**src/launch_pkg.sv**
```systemverilog
package launch_pkg;

  localparam int HALF_W   = 15;
  localparam int WORD_W   = 30;
  localparam int ARM_LSB  = 12;
  localparam int ARM_W    = 3;
  localparam int ORD_LSB  = 8;
  localparam int ORD_W    = 4;
  localparam int DATA_W   = 8;
  localparam int REL_LSB  = 0;
  localparam int REL_W    = 4;
  localparam int LEFT_BIT = 4;
  localparam int EVEN_BIT = 5;
  localparam int ALT_BIT  = 6;
  localparam int DEEP_BIT = 0;
  localparam int SHAL_BIT = 1;
  localparam int NUM_RELAYS = 13;

  // ordnance codes, pairwise distance two
  localparam logic [ORD_W-1:0] ORD_TUBE   = 4'h3;
  localparam logic [ORD_W-1:0] ORD_SUS    = 4'h5;
  localparam logic [ORD_W-1:0] ORD_SELECT = 4'h6;
  localparam logic [ARM_W-1:0] ARM_TUBE_INTG = 3'h1;
  localparam logic [ARM_W-1:0] ARM_TUBE_HOLD = 3'h4;

  localparam longint CLK_HZ         = 25_000_000;
  localparam longint T_SUS_MS       = 130;
  localparam longint T_TUBE_MS      = 260;
  localparam longint T_FIRE_MS      = 130;
  localparam longint T_SEL_LOCK_MS  = 130;
  localparam longint T_PULSE_NS     = 500;
  localparam longint T_INTG_LOCK_NS = 1000;

  localparam int CYC_SUS  = int'(T_SUS_MS * CLK_HZ / 1000);
  localparam int CYC_TUBE = int'(T_TUBE_MS * CLK_HZ / 1000);
  localparam int CYC_FIRE = int'(T_FIRE_MS * CLK_HZ / 1000);
  localparam int CYC_SEL_LOCK = int'(T_SEL_LOCK_MS * CLK_HZ / 1000);
  localparam int CYC_PULSE =
    int'((T_PULSE_NS * CLK_HZ + 999_999_999) / 1_000_000_000);
  localparam int CYC_INTG_LOCK =
    int'((T_INTG_LOCK_NS * CLK_HZ + 999_999_999) / 1_000_000_000);
  localparam int PULSE_W = 5;

  localparam int             ADDR_W      = 8;
  localparam logic [7:0]     ADDR_CTRL   = 8'h00;
  localparam logic [7:0]     ADDR_STATUS = 8'h04;
  localparam logic [7:0]     ADDR_LAUNCH = 8'h08;
  localparam logic           CTRL_EN_RST = 1'b1;
  localparam int             CTRL_EN_BIT = 0;
  localparam logic [1:0]     RESP_OKAY   = 2'h0;
  localparam logic [1:0]     RESP_SLVERR = 2'h2;

  typedef enum logic [2:0] {
    CK_NONE, CK_TUBE, CK_SUS, CK_SELECT,
    CK_TUBE_HOLD, CK_TUBE_INTG, CK_ARM_INTG
  } cmd_kind_t;

  typedef struct packed {
    cmd_kind_t          kind;
    logic [ARM_W-1:0]   arm;
    logic [DATA_W-1:0]  data;
    logic               clash;
  } cmd_t;

  typedef struct packed {
    logic              active;
    logic              tube;
    logic              hold;
    logic [REL_W-1:0]  relay;
    logic              left;
    logic              even;
    logic              alt;
    logic              deep;
    logic              shallow;
  } launch_t;

  typedef struct packed {
    logic                   launch;
    logic                   left;
    logic                   alt;
    logic [NUM_RELAYS-1:0]  relay;
    logic                   even;
    logic                   tube_intg;
    logic [2:0]             spare;
    logic [1:0]             fire;
    logic                   deep;
    logic                   shallow;
  } drive_t;

  typedef struct packed {
    logic [17:0]        zero;
    logic               hold;
    logic               aint;
    logic               request;
    logic               launch_err;
    logic               status_err;
    logic               word_err;
    logic [DATA_W-1:0]  status;
  } stat_word_t;

  typedef struct packed {
    logic [19:0]  zero;
    launch_t      launch;
  } launch_word_t;

endpackage

```
**src/cmd_half_decode.sv**
```systemverilog
module cmd_half_decode
  import launch_pkg::*;
(
  input  wire logic [HALF_W-1:0] half,
  output cmd_t                   cmd
);

  logic [ARM_W-1:0]  arm;
  logic [ORD_W-1:0]  ord;
  logic [DATA_W-1:0] data;
  logic              clash;
  logic              relay_ok;
  cmd_kind_t         kind;

  assign arm  = half[ARM_LSB +: ARM_W];
  assign ord  = half[ORD_LSB +: ORD_W];
  assign data = half[DATA_W-1:0];
  assign clash = (arm != '0) && (ord != '0);
  // relay index past the last relay addresses no launcher
  assign relay_ok =
    data[REL_LSB +: REL_W] < REL_W'(NUM_RELAYS);

  // same payload, armament code in place of ordnance code
  assign kind =
    clash                  ? CK_NONE :
    arm == ARM_TUBE_HOLD   ? (relay_ok ? CK_TUBE_HOLD : CK_NONE) :
    arm == ARM_TUBE_INTG   ? CK_TUBE_INTG :
    arm != '0              ? CK_ARM_INTG :
    ord == ORD_TUBE        ? (relay_ok ? CK_TUBE : CK_NONE) :
    ord == ORD_SUS         ? CK_SUS :
    ord == ORD_SELECT      ? CK_SELECT :
                             CK_NONE;

  assign cmd = '{kind: kind, arm: arm, data: data, clash: clash};

endmodule

```
**src/redundant_launch_command_logic.sv**
```systemverilog
// The AXI4-Lite slave port and the register offsets were left to the implementer.
module redundant_launch_command_logic
  import launch_pkg::*;
#(
  parameter int TUBE_CYC = CYC_TUBE,
  parameter int SUS_CYC  = CYC_SUS,
  parameter int FIRE_CYC = CYC_FIRE,
  parameter int SEL_CYC  = CYC_SEL_LOCK,
  parameter int CNT_W    = 23
) (
  input  wire logic              aclk,
  input  wire logic              aresetn,
  input  wire logic [WORD_W-1:0] cmd_word,
  input  wire logic              ef_strobe,
  output logic                   cmd_request,
  output logic                   inhibit,
  output logic                   type_one_error,
  output logic                   status_mismatch_error,
  output logic                   launch_mismatch_error,
  output logic                   arm_interrogate,
  output logic [ARM_W-1:0]       arm_interrogate_code,
  output logic                   launch_cmd,
  output logic                   left_bank_sel,
  output logic                   alt_driver_sel,
  output logic [NUM_RELAYS-1:0]  relay_sel,
  output logic                   even_sel,
  output logic                   tube_interrogate_out,
  output logic [2:0]             spare_out,
  output logic [1:0]             firing_select,
  output logic                   sus_deep,
  output logic                   sus_shallow,
  input  wire logic [ADDR_W-1:0] awaddr,
  input  wire logic              awvalid,
  output logic                   awready,
  input  wire logic [31:0]       wdata,
  input  wire logic [3:0]        wstrb,
  input  wire logic              wvalid,
  output logic                   wready,
  output logic [1:0]             bresp,
  output logic                   bvalid,
  input  wire logic              bready,
  input  wire logic [ADDR_W-1:0] araddr,
  input  wire logic              arvalid,
  output logic                   arready,
  output logic [31:0]            rdata,
  output logic [1:0]             rresp,
  output logic                   rvalid,
  input  wire logic              rready
);

  if (TUBE_CYC >= 2 ** CNT_W || SUS_CYC >= TUBE_CYC ||
      FIRE_CYC >= TUBE_CYC || SEL_CYC >= 2 ** CNT_W ||
      CYC_PULSE >= 2 ** PULSE_W) begin : g_chk
    $error("timing parameters do not fit the counters");
  end

  localparam logic [CNT_W-1:0] TUBE_END   = CNT_W'(TUBE_CYC - 1);
  localparam logic [CNT_W-1:0] SUS_END    = CNT_W'(SUS_CYC - 1);
  localparam logic [CNT_W-1:0] FIRE_START = CNT_W'(FIRE_CYC);
  localparam logic [CNT_W-1:0] SEL_LOCK   = CNT_W'(SEL_CYC);
  localparam logic [CNT_W-1:0] INTG_LOCK  = CNT_W'(CYC_INTG_LOCK);
  // one cycle longer than the pulse so its fall lands under inhibit
  localparam logic [CNT_W-1:0] ERR_LOCK   = CNT_W'(CYC_PULSE + 1);
  localparam logic [PULSE_W-1:0] PULSE_LEN = PULSE_W'(CYC_PULSE);

  function automatic launch_t next_launch(
    input launch_t cur,
    input cmd_t    c,
    input logic    ld,
    input logic    done,
    input logic    drop_hold
  );
    launch_t n;
    n = cur;
    if (done || (drop_hold && cur.hold)) begin
      n = '0;
    end
    if (ld) begin
      n         = '0;
      n.relay   = c.data[REL_LSB +: REL_W];
      n.left    = c.data[LEFT_BIT];
      n.even    = c.data[EVEN_BIT];
      n.alt     = c.data[ALT_BIT];
      n.deep    = c.data[DEEP_BIT];
      n.shallow = c.data[SHAL_BIT];
      n.tube    = c.kind == CK_TUBE;
      n.hold    = c.kind == CK_TUBE_HOLD;
      n.active  = c.kind != CK_TUBE_HOLD;
    end
    return n;
  endfunction

  function automatic logic [NUM_RELAYS-1:0] onehot(
    input logic [REL_W-1:0] idx
  );
    logic [NUM_RELAYS-1:0] v;
    v = '0;
    for (int i = 0; i < NUM_RELAYS; i++) begin
      v[i] = idx == REL_W'(i);
    end
    return v;
  endfunction

  cmd_t                 dec_a;
  cmd_t                 dec_b;
  launch_t              la_r;
  launch_t              lb_r;
  launch_t              la_nxt;
  launch_t              lb_nxt;
  logic [DATA_W-1:0]    sa_r;
  logic [DATA_W-1:0]    sb_r;
  logic [DATA_W-1:0]    sa_nxt;
  logic [DATA_W-1:0]    sb_nxt;
  logic [CNT_W-1:0]     tmr_r;
  logic [CNT_W-1:0]     tmr_nxt;
  logic [CNT_W-1:0]     lock_r;
  logic [CNT_W-1:0]     lock_nxt;
  logic [PULSE_W-1:0]   pulse_r;
  logic [PULSE_W-1:0]   pulse_nxt;
  logic                 err1_r;
  logic                 err1_nxt;
  logic                 aint_r;
  logic                 aint_nxt;
  logic [ARM_W-1:0]     code_r;
  logic [ARM_W-1:0]     code_nxt;
  logic                 sm_r;
  logic                 lm_r;
  logic                 lm_nxt;
  drive_t               drv_r;
  drive_t               drv_nxt;
  logic                 ctrl_en_r;

  cmd_half_decode u_half_a (
    .half (cmd_word[HALF_W-1:0]),
    .cmd  (dec_a)
  );

  cmd_half_decode u_half_b (
    .half (cmd_word[WORD_W-1:HALF_W]),
    .cmd  (dec_b)
  );

  // command acceptance
  wire take = cmd_request & ef_strobe;
  wire halves_differ =
    cmd_word[HALF_W-1:0] != cmd_word[WORD_W-1:HALF_W];
  wire malformed = halves_differ | dec_a.clash | dec_b.clash;
  wire bad_take  = take & malformed;
  wire agree     = dec_a == dec_b;
  wire go        = take & ~malformed & agree;
  wire go_tube   = go & (dec_a.kind == CK_TUBE);
  wire go_sus    = go & (dec_a.kind == CK_SUS);
  wire go_hold   = go & (dec_a.kind == CK_TUBE_HOLD);
  wire go_sel    = go & (dec_a.kind == CK_SELECT);
  wire go_query  = go & ((dec_a.kind == CK_TUBE_INTG) |
                         (dec_a.kind == CK_ARM_INTG));
  wire ld        = go_tube | go_sus | go_hold;

  // launch timing, shared by both halves
  wire running = la_r.active | lb_r.active;
  wire [CNT_W-1:0] lim = la_r.tube ? TUBE_END : SUS_END;
  wire done = running & (tmr_r == lim);
  assign tmr_nxt = (go_tube | go_sus | done | ~running) ? '0 :
                   tmr_r + CNT_W'(1);

  wire pulse_end = pulse_r == PULSE_W'(1);
  // end of the 01 query pulse releases the latched relay matrix
  wire drop_hold = pulse_end & aint_r &
                   (code_r == ARM_TUBE_INTG);

  // each half loads only from its own decoder
  assign la_nxt = next_launch(la_r, dec_a, ld, done, drop_hold);
  assign lb_nxt = next_launch(lb_r, dec_b, ld, done, drop_hold);

  assign sa_nxt = go_sel ? dec_a.data : sa_r;
  assign sb_nxt = go_sel ? dec_b.data : sb_r;

  assign lock_nxt =
    bad_take           ? ERR_LOCK :
    (go_sel | go_hold) ? SEL_LOCK :
    go_query           ? INTG_LOCK :
    (lock_r != '0)     ? lock_r - CNT_W'(1) : '0;

  assign pulse_nxt =
    (bad_take | go_query) ? PULSE_LEN :
    (pulse_r != '0)       ? pulse_r - PULSE_W'(1) : '0;
  assign err1_nxt = bad_take | (err1_r & ~pulse_end);
  assign aint_nxt = go_query | (aint_r & ~pulse_end);
  assign code_nxt = go_query ? dec_a.arm : code_r;

  // falls on the same edge as the launch registers clear
  assign lm_nxt = running & ~done & (la_r != lb_r);

  // each output bit needs both halves to assert it; launch, spare and fire select need them to agree bit for bit
  wire a_tube    = la_r.active & la_r.tube;
  wire b_tube    = lb_r.active & lb_r.tube;
  wire both_tube = a_tube & b_tube;
  wire both_hold = la_r.hold & lb_r.hold;
  wire sel_on    = both_tube | both_hold;
  wire both_sus  = la_r.active & ~la_r.tube &
                   lb_r.active & ~lb_r.tube;
  // hold state never qualifies, so interrogation cannot fire
  wire fire_ok   = both_tube & (tmr_r >= FIRE_START) &
                   (la_r == lb_r);

  assign drv_nxt.relay =
    sel_on ? onehot(la_r.relay) & onehot(lb_r.relay) : '0;
  assign drv_nxt.left  = sel_on & la_r.left & lb_r.left;
  // bank reversal happens in the relay this drives
  assign drv_nxt.alt   = sel_on & la_r.alt & lb_r.alt;
  assign drv_nxt.even  = sel_on & la_r.even & lb_r.even;
  assign drv_nxt.tube_intg = both_hold;
  assign drv_nxt.launch = fire_ok;
  assign drv_nxt.spare = {fire_ok, fire_ok, 1'b0};
  assign drv_nxt.fire  =
    fire_ok ? {la_r.even & lb_r.even,
               ~la_r.even & ~lb_r.even} : 2'b00;
  assign drv_nxt.deep    = both_sus & la_r.deep & lb_r.deep;
  assign drv_nxt.shallow = both_sus & la_r.shallow & lb_r.shallow;

  // software can stop acceptance; lockouts still run out
  // output flops trail the launch regs by a cycle; keep request low then too
  wire busy = running | (lock_r != '0) | (pulse_r != '0) |
              drv_r.launch | drv_r.deep | drv_r.shallow | ~ctrl_en_r;
  assign cmd_request = ~busy;
  assign inhibit     = busy;

  // sync reset clears every launch and error output, well inside 1 ms; cmd_request and the ready outputs come up high
  always_ff @(posedge aclk) begin
    if (!aresetn) begin
      la_r    <= '0;
      lb_r    <= '0;
      sa_r    <= '0;
      sb_r    <= '0;
      tmr_r   <= '0;
      lock_r  <= '0;
      pulse_r <= '0;
      err1_r  <= 1'b0;
      aint_r  <= 1'b0;
      code_r  <= '0;
      sm_r    <= 1'b0;
      lm_r    <= 1'b0;
      drv_r   <= '0;
    end else begin
      la_r    <= la_nxt;
      lb_r    <= lb_nxt;
      sa_r    <= sa_nxt;
      sb_r    <= sb_nxt;
      tmr_r   <= tmr_nxt;
      lock_r  <= lock_nxt;
      pulse_r <= pulse_nxt;
      err1_r  <= err1_nxt;
      aint_r  <= aint_nxt;
      code_r  <= code_nxt;
      sm_r    <= sa_r != sb_r;
      lm_r    <= lm_nxt;
      drv_r   <= drv_nxt;
    end
  end

  assign type_one_error        = err1_r;
  assign status_mismatch_error = sm_r;
  assign launch_mismatch_error = lm_r;
  assign arm_interrogate       = aint_r;
  assign arm_interrogate_code  = code_r;
  assign launch_cmd            = drv_r.launch;
  assign left_bank_sel         = drv_r.left;
  assign alt_driver_sel        = drv_r.alt;
  assign relay_sel             = drv_r.relay;
  assign even_sel              = drv_r.even;
  assign tube_interrogate_out  = drv_r.tube_intg;
  assign spare_out             = drv_r.spare;
  assign firing_select         = drv_r.fire;
  assign sus_deep              = drv_r.deep;
  assign sus_shallow           = drv_r.shallow;

  // register slave
  logic              aw_r;
  logic              w_r;
  logic [ADDR_W-1:0] awaddr_r;
  logic [31:0]       wdata_r;
  logic [3:0]        wstrb_r;
  logic              bvalid_r;
  logic [1:0]        bresp_r;
  logic              rvalid_r;
  logic [31:0]       rdata_r;
  logic [1:0]        rresp_r;
  stat_word_t        stat_w;
  launch_word_t      launch_w;

  assign awready = ~aw_r & ~bvalid_r;
  assign wready  = ~w_r & ~bvalid_r;
  assign arready = ~rvalid_r;
  assign bvalid  = bvalid_r;
  assign bresp   = bresp_r;
  assign rvalid  = rvalid_r;
  assign rdata   = rdata_r;
  assign rresp   = rresp_r;

  wire aw_hs  = awvalid & awready;
  wire w_hs   = wvalid & wready;
  wire ar_hs  = arvalid & arready;
  wire wr_go  = aw_r & w_r;
  wire wr_ctl = awaddr_r[ADDR_W-1:2] == ADDR_CTRL[ADDR_W-1:2];
  wire [ADDR_W-3:0] rd_idx = araddr[ADDR_W-1:2];
  wire rd_ctl = rd_idx == ADDR_CTRL[ADDR_W-1:2];
  wire rd_sta = rd_idx == ADDR_STATUS[ADDR_W-1:2];
  wire rd_lau = rd_idx == ADDR_LAUNCH[ADDR_W-1:2];
  wire rd_hit = rd_ctl | rd_sta | rd_lau;

  assign stat_w = '{zero: '0, hold: both_hold, aint: aint_r,
                    request: cmd_request, launch_err: lm_r,
                    status_err: sm_r, word_err: err1_r,
                    status: sa_r};
  assign launch_w = '{zero: '0, launch: la_r};

  wire [31:0] rd_word =
    rd_ctl ? {31'h0, ctrl_en_r} :
    rd_sta ? stat_w :
    rd_lau ? launch_w : 32'h0;

  always_ff @(posedge aclk) begin
    if (!aresetn) begin
      aw_r      <= 1'b0;
      w_r       <= 1'b0;
      awaddr_r  <= '0;
      wdata_r   <= '0;
      wstrb_r   <= '0;
      bvalid_r  <= 1'b0;
      bresp_r   <= RESP_OKAY;
      ctrl_en_r <= CTRL_EN_RST;
    end else begin
      if (aw_hs) begin
        aw_r     <= 1'b1;
        awaddr_r <= awaddr;
      end
      if (w_hs) begin
        w_r     <= 1'b1;
        wdata_r <= wdata;
        wstrb_r <= wstrb;
      end
      if (bvalid_r && bready) begin
        bvalid_r <= 1'b0;
      end
      if (wr_go) begin
        aw_r     <= 1'b0;
        w_r      <= 1'b0;
        bvalid_r <= 1'b1;
        bresp_r  <= wr_ctl ? RESP_OKAY : RESP_SLVERR;
        if (wr_ctl && wstrb_r[0]) begin
          ctrl_en_r <= wdata_r[CTRL_EN_BIT];
        end
      end
    end
  end

  always_ff @(posedge aclk) begin
    if (!aresetn) begin
      rvalid_r <= 1'b0;
      rdata_r  <= '0;
      rresp_r  <= RESP_OKAY;
    end else if (ar_hs) begin
      rvalid_r <= 1'b1;
      rdata_r  <= rd_word;
      rresp_r  <= rd_hit ? RESP_OKAY : RESP_SLVERR;
    end else if (rready) begin
      rvalid_r <= 1'b0;
    end
  end

endmodule

```
**config.mk**
```make
export PLATFORM = sky130hd
export DESIGN_NAME = redundant_launch_command_logic
export DESIGN_NICKNAME = d
export VERILOG_FILES = /design/src/launch_pkg.sv /design/src/cmd_half_decode.sv /design/src/redundant_launch_command_logic.sv
export SDC_FILE = /design/constraint.sdc
export NUM_CORES = 1
export LEC_CHECK = 0
export BUFFER_PORTS_ARGS = -buffer_cell sky130_fd_sc_hd__buf_2
export CORE_ASPECT_RATIO = 2
export CORE_UTILIZATION = 49
export DETAILED_ROUTE_END_ITERATION = 10
export GPL_TIMING_DRIVEN = 0
export PLACE_DENSITY = 0.79
export SYNTH_ARGS = -nofsm -noshare
export SYNTH_HDL_FRONTEND = slang
export SYNTH_SLANG_ARGS = --single-unit
```
**constraint.sdc**
```tcl
create_clock -name aclk -period 2.1 [get_ports aclk]
set_input_delay 0.105 -clock aclk [delete_from_list [all_inputs] [get_ports aclk]]
set_output_delay 0.105 -clock aclk [all_outputs]
set_load 0.05 [all_outputs]
```
# Yosys cells after proc, flatten, opt, wreduce, memory -nomap -nowiden
# Cells that the tools add are included.
# word_totals
regBits	173
out_inout_bits	75
elab_cells	265
# classes
n_addsub	3
magnitude_cmp	3
n_eq_ne	54
mux	38
bitwise	82
reduce_logical	31
# ops
operator	count
22-bit two-way mux	3
12-bit two-way mux	5
4-bit by 3-bit == test with 1-bit output, second input constant	12
1-bit bitwise AND	43
3-bit two-way mux	14
4-bit == test, second input constant	10
14-bit two-way mux	2
4-bit by 2-bit == test with 1-bit output, second input constant	6
23-bit by 1-bit adder with 23-bit output, second input constant	1
23-bit == test	1
23-bit by 22-bit >= comparator with 1-bit output, second input constant	1
23-bit two-way mux	1
23-bit nonzero test	1
23-bit by 1-bit subtractor with 23-bit output, second input constant	1
1-bit OR	21
3-bit == test, second input constant	6
1-bit inverter	17
15-bit == test	1
3-bit by 1-bit == test with 1-bit output, second input constant	5
15-bit inequality test	1
13-bit bitwise AND	1
12-bit == test	1
6-bit zero test	2
4-bit two-way mux	3
23 further kinds	52

# Depth between registers and ports, before layout
# depth
depth_word	16
ltp_mapped	9

# By module
# A second synthesis with hierarchy kept.
# hier_totals
hier_cells	865
hier_area_um2	7203.2
# by_module_without_submodules
mod	n_inst	cells_per_inst	area_per_inst_um2	seq_area_each_um2
redundant_launch_command_logic	1	803	6795.3	2902.8
cmd_half_decode	2	31	203.9	0.0

# Least setup slack after synthesis
# OpenSTA, ideal clock, no wires.
# synth_timing
path_type	register to output
start	register lock_r[2]
end	output port inhibit
arrival_time_ps	2532
slack_ps	-537
stages_incl_launch_ff	7
path_buffers	1
cell_sequence	dfxtp_1 nor4_4 and4_4 nand2_1 clkbuf_1 nor2_1 inv_1
# synth_between
elab_chain_cells	7
# synth_rtl
item	line	rtl
start: declaration	redundant_launch_command_logic.sv:116	logic [CNT_W-1:0] lock_r;
start signal: assignment	redundant_launch_command_logic.sv:250	lock_r <= lock_nxt;
23-bit nonzero test	redundant_launch_command_logic.sv:223	wire busy = running | (lock_r != '0) | (pulse_r != '0) |
1-bit OR (3 in a row)	redundant_launch_command_logic.sv:223	
1-bit OR (3 in a row)	redundant_launch_command_logic.sv:224	drv_r.launch | drv_r.deep | drv_r.shallow | ~ctrl_en_r;
end: declaration	redundant_launch_command_logic.sv:16	output logic inhibit,
# Every way passes these cells.

# Final worst setup path
# layout_timing
start	register la_r[11] (netlist name)
end	register lock_r[0]
# layout_between
elab_chain_cells	14
# layout_rtl
item	line	rtl
start: declaration	redundant_launch_command_logic.sv:106	launch_t la_r;
start signal: assignment	redundant_launch_command_logic.sv:245	la_r <= la_nxt;
1-bit OR (*)	redundant_launch_command_logic.sv:160	wire running = la_r.active | lb_r.active;
1-bit OR (*) (3 in a row)	redundant_launch_command_logic.sv:223	
1-bit OR (*) (3 in a row)	redundant_launch_command_logic.sv:224	
1-bit inverter (*)	redundant_launch_command_logic.sv:225	assign cmd_request = ~busy;
1-bit bitwise AND (*)	redundant_launch_command_logic.sv:144	wire take = cmd_request & ef_strobe;
1-bit bitwise AND (2 in a row)	redundant_launch_command_logic.sv:150	wire go = take & ~malformed & agree;
1-bit bitwise AND (on tied branches)	redundant_launch_command_logic.sv:154, redundant_launch_command_logic.sv:153	
1-bit OR	redundant_launch_command_logic.sv:180	(go_sel | go_hold) ? SEL_LOCK :
3-bit OR reduction (no line)	-	
# Mark *: on every way between the ends. The rest lies on a longest branch, timed or not.
# A chain may end at the register's enable or synchronous reset.

==> out/metrics.yaml <==
run_status:
  outcome: "complete, but fails checks"
  violations: "negative setup slack"
clock_tree:
  cts_tree: "built"
  clkSlewWorstSetupHoldPaths_ns: 0.06
  clockBufferDepth: 2
  worstSkewPairLatency_ns: 0.43
  clock_sinks: 145
  htreeDepth: 4
  cts_made_buffers: 17
  root_buffer: "clkbuf_16"
critical_path:
  crit_chain: "inv_2, ha_4, nor4b_4, and3_4, buf_4, and4_1, nand4_1, a211oi_1"
  crit_family: "simple AND/OR/NAND/NOR gates"
  cpPeakStageDelay_ns: 0.35
  cp_slowest_cell: "dfxtp_4"
  crit_type: "flip-flop to flip-flop"
  startpoint_type: "flip-flop"
  arrival_ns: 2.58
  endpoint_kind: "flip-flop"
  crit_required_ns: 2.41
  ff2ff_setup_slack_ns: -0.17
  cp_num_buf_inv: 2
  worstPathMaxFanout: 3
sta:
  worstMarginPinSlew_ns: 0.918
  fin_worst_skew_ns: 0.00859
  fin_ws_ns: -0.169
  slew_headroom: 0.388
  rsz0062_at_grt: "yes"
  max_freq_ghz: 0.441
  fin_crit_sh: 1.08
  finalSetupViolCount: 46
  hold_viol_final: 0
  slew_viol_final: 0
  final.min_clock_period_ns: 2.27
die:
  start_util: 0.499
  io_pins: 165
  num_rows: 61
  dieArea_sq_mm: 0.0146
  core_area_sq_mm: 0.0138
  die_w_microns: 85.8
  die_h_microns: 170
power_and_ir_drop:
  clkPwrFrac: 0.312
  p_leak_nw: 3.91
  internal_power_w: 0.00644
  combPwrFrac: 0.351
  sw_frac_of_total: 0.348
  pwr-share-seq: 0.337
  p_total_w: 0.00989
  ir_drop_v: 0.00125
  powerDensity_mw_per_mm2: 1070
  p_switching_w: 0.00345
logic_synthesis:
  synth_top_cell_by_area: "dfxtp_1"
  ys.flop_type: "dfxtp_1"
  syn_inst: 776
  synth_warnings: 0
  ys_async_sr_fraction: 0
  yosysUniqueCellTypes: 61
  syn_area_sq_mm: 0.00689
  synth.top_cells.by_area: "dfxtp_1, nor2_1, xor2_1, mux2i_1, xnor2_1"
  synth_edf_count: 0
  ys_seq_area_frac: 0.421
  syn_avg_cell_area_sq_um: 8.88
  synth_top_area_frac: 0.421
  ys_seq_elements: 145
placed_design:
  finalWeightedCongestion: 0.941
  hpwlAfterDp_microns: 14200
  port_buffers: 104
  preCtsSetupSlack_ns: -0.654
finish:
  drive_gt1_frac: 0.286
  syn2layout_area_growth_pct: 33.9
  final_net_count: 1073
  final_cell_mix: "dfxtp_1, nor2_1, buf_2"
  mostFrequentLayoutCell: "dfxtp_1"
  register_area_sq_mm: 0.00292
  n_fill_cell: 1067
  multiInputGateArea_sq_mm: 0.00402
  num_antenna_cells: 0
route:
  postRouteAntennaNets: 0
  viasPerCell: 5.69
  wl_per_cell_microns: 18.0
  wirelength_microns: 21200
  drc_errors: 0
  first_pass_iters: 7
  vias: 6678
  drt_iter0_markers: 450
grt:
  grt_pass1_vias: 6315
  grt_overflow: 0
  antenna_found_initial: 0
  grt_pass1_wl_microns: 31600
  grt_max_degree: 17
  grt_usage: 0.287
worst_hold_path:
  hold_class: "primary input to flip-flop"
job:
  cap_violations: 0
layout make-up:
cell class | count | share of cell area
Multi-Input combinational cell | 578 | 0.436
Timing Repair Buffer | 161 | 0.114
Inverter | 17 | 0.00692
Tap cell | 189 | 0.0256
Sequential cell | 145 | 0.316
Clock buffer | 18 | 0.0476
Clock inverter | 13 | 0.0178
Buffer | 52 | 0.0362
synth_stat cells (11+ instances only):
library cell / count
nor2_1: 110
nand2_1: 57
clkbuf_1: 30
a21oi_1: 28
dfxtp_1: 145
nor3_1: 20
a211oi_1: 12
mux2i_1: 27
xor2_1: 38
ha_1: 11
a22o_1: 16
o21ai_0: 14
nand3_1: 19
nor4_1: 27
nand4_1: 39
and3_1: 14
xnor2_1: 30
buf_4: 24
inv_1: 16
what timing repair did:
item                                   CTS  global route
endpoints found under the hold margin   20             0
resized for setup                       64            39
buffers inserted                        21            16
pin swaps                               28            11
cloned                                   1             1
setup endpoints to repair               81            77
hold buffers                            18             0
power by group through the flow:
stage          logic (W)  registers [W]  clock network, W
3_5_place_dp     0.00232        0.00331                 0
5_1_grt          0.00367        0.00337           0.00324
4_1_cts          0.00291        0.00330           0.00311
2_1_floorplan    0.00182        0.00328                 0
3_3_place_gp     0.00229        0.00330                 0
6_report         0.00347        0.00334           0.00308
state kept, by name (all words and copies together) (netlist names), 8 cells and up:
register,count
rdata,14
la_r,10
sa_r,8
lock_r,23
tmr_r,23
relay_sel,13
lb_r,10
sb_r,8
final timing paths:
path,start,to,cells after the start
min,cmd_word[0],sa_r[0],2
min reg2reg,wdata_r[0],ctrl_en_r,2
max,la_r[11],lock_r[0],8
max reg2reg,la_r[11],lock_r[0],8
metrics by stage:
| stage | util | std cells | setup TNS, ns | area (sq um) | hold slack [ns] |
|---|---|---|---|---|---|
| 2_1_floorplan | - | 796 | -0.00812 | 7000 | 0.205 |
| 3_3_place_gp | 0.561 | 1089 | -35.20 | 7750 | 0.295 |
| 3_5_place_dp | 0.561 | 1089 | -35.37 | 7750 | 0.301 |
| 4_1_cts | 0.647 | 1159 | -0.0993 | 8930 | 0.00555 |
| 5_1_grt | 0.668 | 1173 | -6.70 | 9220 | 0.00984 |
| 6_report | 0.668 | 1173 | -3.70 | 9220 | 0.0187 |
kinds of logic (layout without fill, tap and decap cells):
family	Yosys count	in the layout	share of synthesized area
other	1	21	0.000544
muxes	27	27	0.0392
buffers and inverters	73	261	0.0541
DFF	145	145	0.421
adders and majority gates	11	11	0.0200
xor gates and xnor gates	68	68	0.0865
AOI/OAI and AO/OA	111	111	0.118
and+or+nand+nor	340	340	0.261
per-layer routing:
layer | track usage | vias up | wire, microns
met5 | 0 | - | 0
met4 | 0.222 | 0 | 1600
met3 | 0.0598 | 108 | 1010
met2 | 0.522 | 300 | 11200
met1 | 0.274 | 3131 | 7330
li1 | - | 3139 | -
Note: power is estimated with default switching activity, not from simulation.
